$ cat src/logic/alert_consts.vh
// Constants for the alert-enable and soft-reset register block
`ifndef ALERT_CONSTS_VH
`define ALERT_CONSTS_VH
`define CFG2_ADDR 8'h01
`define CFG1_ADDR 8'h00
`define CFG2_RESET 8'h3D
`define CFG1_RESET 8'hD4
`define CFG2_RESET_NO_REMOTE 8'h1D
`define CFG1_MASTER_EN_BIT 1
`define CFG2_SOFT_RST_BIT 7
`define CFG2_LOW_SUPPLY_BIT 6
`define CFG2_REMOTE_BIT 5
`define CFG2_LOCAL_BIT 4
`define SMB_DEV_ADDR 7'h18
`endif

$ cat src/logic/alert_cfg.v
// SMBus slave holding configuration registers 1 and 2 and the alert output
//
// Contract
// - Writing one to bit 7 of config register two resets the device and the bit self-clears.
// - The soft-reset bit always reads back as zero.
// - Soft reset acts at the bus clock rise of the data LSB and that byte is not acknowledged.
// - Bit 6 enables the low-supply interrupt, default zero.
// - Bit 5 gates the remote over-limit flag onto the interrupt.
// - Bit 5 powers up as one unless a remote sensor failure is seen at power-on.
// - Bit 4 gates the local over-limit flag onto the interrupt, default one.
// - Config register two sits at address 0x01 and resets to 0x3D.
// - Every enabled interrupt drives the bus alert output.
// - The master alert enable in config register one must also be set; it defaults to zero.
`timescale 1ns/1ps
`include "alert_consts.vh"
module alert_cfg #(
  parameter [6:0] DEV_ADDR = `SMB_DEV_ADDR
) (
  input wire clk,
  input wire rst,
  input wire scl_in,
  input wire sda_in,
  output reg sda_oe,
  output reg sda_out,
  output reg alert_n,
  output reg soft_reset_pulse,
  input wire low_supply_flag,
  input wire remote_over_limit_flag,
  input wire local_over_limit_flag,
  input wire remote_fail_at_power_on
);
  // ****************************************************
  // Pin synchronisers
  // ****************************************************
  wire scl_lvl;
  wire scl_rise;
  wire scl_fall;
  wire sda_lvl;
  wire sda_rise;
  wire sda_fall;
  edge_sync scl_sync (.clk(clk), .rst(rst), .din(scl_in), .level(scl_lvl),
    .rise(scl_rise), .fall(scl_fall));
  edge_sync sda_sync (.clk(clk), .rst(rst), .din(sda_in), .level(sda_lvl),
    .rise(sda_rise), .fall(sda_fall));
  wire start_cond = sda_fall & scl_lvl;
  wire stop_cond = sda_rise & scl_lvl;

  // ****************************************************
  // Protocol engine
  // ****************************************************
  // One-hot states; a stray code falls back to idle
  localparam [4:0] S_IDLE = 5'h01;
  localparam [4:0] S_RX = 5'h02;
  localparam [4:0] S_ACK = 5'h04;
  localparam [4:0] S_TX = 5'h08;
  localparam [4:0] S_TXACK = 5'h10;

  reg [4:0] state_reg;
  reg [7:0] shift_reg;
  reg [3:0] bit_cnt_reg;
  reg [1:0] byte_idx_reg;
  reg rd_reg;
  reg ack_ok_reg;
  reg [7:0] ptr_reg;
  reg [7:0] cfg1_reg;
  reg [7:0] cfg2_reg;
  reg first_reg;
  reg boot_reg;

  // ****************************************************
  // Register view
  // ****************************************************
  // Reset bit is never stored, so readback is zero by construction
  wire [7:0] cfg2_view = {1'b0, cfg2_reg[6:0]};
  wire [7:0] rd_data = (ptr_reg == `CFG2_ADDR) ? cfg2_view :
    (ptr_reg == `CFG1_ADDR) ? cfg1_reg : 8'h00;
  wire [7:0] rx_byte = {shift_reg[6:0], sda_lvl};
  wire addr_match = (shift_reg[7:1] == DEV_ADDR);

  // ****************************************************
  // Soft reset decode
  // ****************************************************
  // Soft reset is decided on the LSB rise, before any acknowledge is driven
  wire soft_hit = (state_reg == S_RX) && scl_rise && (bit_cnt_reg == 4'h7) &&
    (byte_idx_reg == 2'h2) && (ptr_reg == `CFG2_ADDR) &&
    rx_byte[`CFG2_SOFT_RST_BIT];

  // ****************************************************
  // Bus and register state
  // ****************************************************
  always @(posedge clk) begin
    if (rst || soft_hit) begin
      state_reg <= S_IDLE;
      shift_reg <= 8'h00;
      bit_cnt_reg <= 4'h0;
      byte_idx_reg <= 2'h0;
      rd_reg <= 1'b0;
      ack_ok_reg <= 1'b0;
      ptr_reg <= 8'h00;
      cfg1_reg <= `CFG1_RESET;
      cfg2_reg <= `CFG2_RESET;
      sda_oe <= 1'b0;
      sda_out <= 1'b0;
      first_reg <= 1'b1;
      boot_reg <= rst;
      soft_reset_pulse <= soft_hit & ~rst;
    end else begin
      soft_reset_pulse <= 1'b0;
      first_reg <= 1'b0;
      // Strap sampled on the first cycle after power-on release only
      if (first_reg && boot_reg && remote_fail_at_power_on) begin
        cfg2_reg[`CFG2_REMOTE_BIT] <= 1'b0;
      end
      if (start_cond) begin
        state_reg <= S_RX;
        bit_cnt_reg <= 4'h0;
        byte_idx_reg <= 2'h0;
        sda_oe <= 1'b0;
      end else if (stop_cond) begin
        state_reg <= S_IDLE;
        sda_oe <= 1'b0;
      end else begin
        case (state_reg)
          S_IDLE: begin
            sda_oe <= 1'b0;
          end
          S_RX: begin
            if (scl_rise) begin
              shift_reg <= rx_byte;
              bit_cnt_reg <= bit_cnt_reg + 4'h1;
            end
            if (scl_fall && bit_cnt_reg == 4'h8) begin
              bit_cnt_reg <= 4'h0;
              state_reg <= S_ACK;
              ack_ok_reg <= 1'b1;
              if (byte_idx_reg == 2'h0) begin
                ack_ok_reg <= addr_match;
                rd_reg <= shift_reg[0];
              end else if (byte_idx_reg == 2'h1) begin
                ptr_reg <= shift_reg;
              end else if (ptr_reg == `CFG2_ADDR) begin
                cfg2_reg <= {1'b0, shift_reg[6:0]};
              end else if (ptr_reg == `CFG1_ADDR) begin
                cfg1_reg <= shift_reg;
              end
              sda_oe <= (byte_idx_reg == 2'h0) ? addr_match : 1'b1;
              sda_out <= 1'b0;
            end
          end
          S_ACK: begin
            if (scl_fall) begin
              if (!ack_ok_reg) begin
                state_reg <= S_IDLE;
                sda_oe <= 1'b0;
              end else if (rd_reg) begin
                state_reg <= S_TX;
                shift_reg <= {rd_data[6:0], 1'b0};
                sda_oe <= ~rd_data[7];
                bit_cnt_reg <= 4'h1;
              end else begin
                state_reg <= S_RX;
                sda_oe <= 1'b0;
                if (byte_idx_reg != 2'h2) begin
                  byte_idx_reg <= byte_idx_reg + 2'h1;
                end
              end
            end
          end
          S_TX: begin
            if (scl_fall) begin
              if (bit_cnt_reg == 4'h8) begin
                state_reg <= S_TXACK;
                sda_oe <= 1'b0;
              end else begin
                sda_oe <= ~shift_reg[7];
                shift_reg <= {shift_reg[6:0], 1'b0};
                bit_cnt_reg <= bit_cnt_reg + 4'h1;
              end
            end
          end
          S_TXACK: begin
            // Host NACK ends the read; ACK re-sends the same register
            if (scl_rise) begin
              ack_ok_reg <= ~sda_lvl;
            end
            if (scl_fall) begin
              if (ack_ok_reg) begin
                state_reg <= S_TX;
                shift_reg <= {rd_data[6:0], 1'b0};
                sda_oe <= ~rd_data[7];
                bit_cnt_reg <= 4'h1;
              end else begin
                state_reg <= S_IDLE;
              end
            end
          end
          default: begin
            state_reg <= S_IDLE;
            sda_oe <= 1'b0;
          end
        endcase
      end
    end
  end

  // ****************************************************
  // Alert output
  // ****************************************************
  wire low_supply_term = low_supply_flag & cfg2_reg[`CFG2_LOW_SUPPLY_BIT];
  wire remote_term = remote_over_limit_flag & cfg2_reg[`CFG2_REMOTE_BIT];
  wire local_term = local_over_limit_flag & cfg2_reg[`CFG2_LOCAL_BIT];
  wire any_irq = low_supply_term | remote_term | local_term;
  // Registered so the pin cannot glitch while flags and enables settle

  always @(posedge clk) begin
    if (rst) begin
      alert_n <= 1'b1;
    end else begin
      alert_n <= ~(any_irq & cfg1_reg[`CFG1_MASTER_EN_BIT]);
    end
  end
endmodule

$ cat src/logic/edge_sync.v
// Two-flop synchroniser with rise and fall detection
`timescale 1ns/1ps
module edge_sync (
  input wire clk,
  input wire rst,
  input wire din,
  output wire level,
  output wire rise,
  output wire fall
);
  reg meta_reg;
  reg sync_reg;
  reg last_reg;
  always @(posedge clk) begin
    if (rst) begin
      meta_reg <= 1'b1;
      sync_reg <= 1'b1;
      last_reg <= 1'b1;
    end else begin
      meta_reg <= din;
      sync_reg <= meta_reg;
      last_reg <= sync_reg;
    end
  end
  assign level = sync_reg;
  assign rise = sync_reg & ~last_reg;
  assign fall = ~sync_reg & last_reg;
endmodule

$ cat config.mk
export PLATFORM = sky130hd
export DESIGN_NAME = alert_cfg
export DESIGN_NICKNAME = d
export VERILOG_FILES = /design/src/logic/alert_cfg.v /design/src/logic/edge_sync.v
export VERILOG_INCLUDE_DIRS = /design/src /design/src/logic
export SDC_FILE = /design/constraint.sdc
export NUM_CORES = 1
export LEC_CHECK = 0
export BUFFER_PORTS_ARGS = -buffer_cell sky130_fd_sc_hd__buf_2
export CAP_MARGIN = 25
export CORE_ASPECT_RATIO = 0.9
export CORE_MARGIN = 2
export CORE_UTILIZATION = 45
export DETAILED_ROUTE_END_ITERATION = 10
export SLEW_MARGIN = 20
export SYNTH_ARGS = -nofsm -noshare
export SYNTH_HDL_FRONTEND = slang
export SYNTH_HIERARCHICAL = 1
export SYNTH_SLANG_ARGS = --single-unit
$ cat constraint.sdc
create_clock -name clk -period 4 [get_ports clk]
set_input_delay 0.6 -clock clk [delete_from_list [all_inputs] [get_ports clk]]
set_output_delay 0.6 -clock clk [all_outputs]
set_load 0.1 [all_outputs]
==> results.yml <==
critical_path:
  crit_path_end_kind: "flop"
  reg2reg_depth: 6
  worstSetupPathType: "flop to flop"
  reg2reg_from: "state_reg[2]"
  critical_path.startpoint: "state_reg[2]"
  cp.arrival_ns: 2.95
  r2r_slack_ns: 1.25
  r2r-end: "state_reg[0]"
  required_ns: 4.20
  cp-endpoint: "state_reg[0]"
  crit_fanout: 28
  critPathLaunchType: "flop"
global_route:
  grt_max_degree: 29
  track_usage: 0.205
  grt_pass1_vias: 2172
  grt_pass1_wl_mm: 11.2
  antenna_found_initial: 0
  overflow: 0
cells_and_area:
  final_util: 0.493
  drive_above_1_share: 0.107
  nets: 330
  layout.cells.non_filler: 405
  diodes: 0
  area_growth_pct: 5.57
timing:
  finalSetupViolations: 0
  skew_ns: 0.0138
  maxSlewViolCount: 0
  fin_crit_sh: 0.687
  fmax_mhz: 364
  tightest_slew_ns: 0.900
  finalSetupTns_ns: 0
  post-route-min-period_ns: 2.75
  max_slew_margin: 0.398
  rsz0062_at_grt: "false"
  hold_viol_final: 0
floorplan:
  die-height_um: 79.6
  row_count: 27
  die_x_um: 88.0
  initial_core_util: 0.467
  fp.dieArea_mm2: 0.00700
  io_pins: 12
  core_mm2: 0.00611
detailed_routing:
  routed_wl_mm: 6.73
  dr.pass1.iters: 4
  num_vias: 2338
  antenna_left: 0
  wire_per_inst_um: 16.6
  drc: 0
  drtIter0Drc: 198
  viasPerCell: 5.77
clock_network:
  tritoncts: "built"
  clk_pin_slew_ns: 0.11
  numCtsBuffers: 5
  cts-root-buf: "clkbuf_8"
  postCtsHoldBufs: 0
  htree_levels: 2
  clk_latency_ns: 0.32
  clockBufferDepth: 2
  cts.sinks: 55
  cts_resized: 0
  postCtsSetupBuffers: 0
synthesis:
  synth_commonest_cells: "54 x dfxtp_1, 35 x nor2_1, 27 x mux2i_1"
  synth_area_leaders: "dfxtp_1 38%, mux2i_1 9.5%, nor2_1 4.6%"
  yosysTopAreaCell: "dfxtp_1"
  ys_ff_latch: 55
  yosys.cell_count.top_type: "dfxtp_1"
  synth_fp_nets: 329
  netlist_area_mm2: 0.00286
  synth_top_area_share: 0.379
  synth.avg_cell_area_um2: 9.04
  yosysWarnings: 6
  yosysUniqueCellTypes: 66
  yosysSeqAreaShare: 0.389
  synth_top_flop_cell: "dfxtp_1"
  synth_cells: 316
  synth_edf_count: 1
  async_flop_share: 0
placement:
  dpl.cell_count: 397
  hpwl_mm: 4.63
  io_buffer_count: 10
  gp_congestion: 0.901
hold_path:
  min_path_type: "flop to flop"
flow_run:
  drv_cap: 0
power_and_ir_drop:
  vdd_drop_max_mv: 0.244
  p_leak_uw: 0.00119
  power.density_mw_per_mm2: 382
outcome:
  status: "finished, final reports clean"
## area by class of cell
| class | count | area, µm² |
|---|---|---|
| well taps | 87 | 109 |
| repair buffers | 11 | 57.6 |
| fillers | 595 | 3100 |
| clock inverters | 3 | 28.8 |
| inverters | 11 | 41.3 |
| clock buffers | 5 | 68.8 |
| flip-flops and latches | 55 | 1110 |
| multi-input cells | 233 | 1600 |
## stage by stage
stage | instance area [µm²] | hold slack (ns) | setup slack, ns | total power [µW]
floorplan | 2860 | 0.383 | 1.80 | 781
global placement | 2920 | 0.386 | 1.35 | 826
detailed placement | 2920 | 0.390 | 1.27 | 827
CTS | 3010 | 0.416 | 1.26 | 1150
global route | 3010 | 0.424 | 0.993 | 1200
finish | 3010 | 0.413 | 1.25 | 1150
## metal layers
metal / wire (µm) / GRT usage
met1: 3590 / 0.324
met2: 2780 / 0.286
met3: 292 / 0.0310
met4: 70 / 0.0538
met5: 0 / 0
## cells in the final DEF (no fill, tap or decap), drive strengths merged, types with 5 or more instances in the layout
master	synthesis	final
dfxtp	54	54
nor2	35	35
mux2i	27	27
o21ai	21	21
nand2	16	16
a21oi	15	15
nor3	14	14
inv	10	11
buf	10	11
or4	9	9
a221oi	8	8
or3	6	6
or2	6	6
nor2b	5	5
ha	5	5
clkbuf	7	5
or4b	5	5
## logic make-up (layout without fill, tap and decap cells)
group | count (synthesis) | count (layout) | synth area share
flops | 55 | 55 | 0.389
other cells | 1 | 1 | 0.00131
xor+xnor | 3 | 3 | 0.00920
buf+inv | 28 | 30 | 0.0513
mux | 27 | 27 | 0.0947
simple gates | 132 | 132 | 0.283
compound gates | 65 | 65 | 0.149
fa+ha+maj | 5 | 5 | 0.0219
## report_power, final
part           internal (µW)  total, µW  switching [µW]
clock network            130        330             199
logic                   80.1        209             129
registers                565        611            46.3
total                    776       1150             375
## critical path, stage by stage, from the launching register on
cell and delay (ns):
dfxtp_1 0.73, nor3_1 0.23, nand4_1 0.18, o21ba_2 0.30, clkinv_1 0.69, a31oi_1 0.37
o21ai_0 0.11
## worst min-delay path by stage
| stage | from | endpoint | slack, ns | depth (start not counted) |
|---|---|---|---|---|
| after floorplan | scl_sync/meta_reg | scl_sync/level | 0.38 | 1 |
| after global placement | sda_sync/meta_reg | sda_sync/level | 0.39 | 1 |
| after detailed placement | sda_sync/meta_reg | sda_sync/level | 0.39 | 1 |
| after CTS | sda_sync/meta_reg | sda_sync/level | 0.42 | 1 |
| after global routing | sda_sync/meta_reg | sda_sync/level | 0.42 | 1 |
| final | scl_sync/meta_reg | scl_sync/level | 0.41 | 1 |
Note: power is estimated with default switching activity, not from simulation.
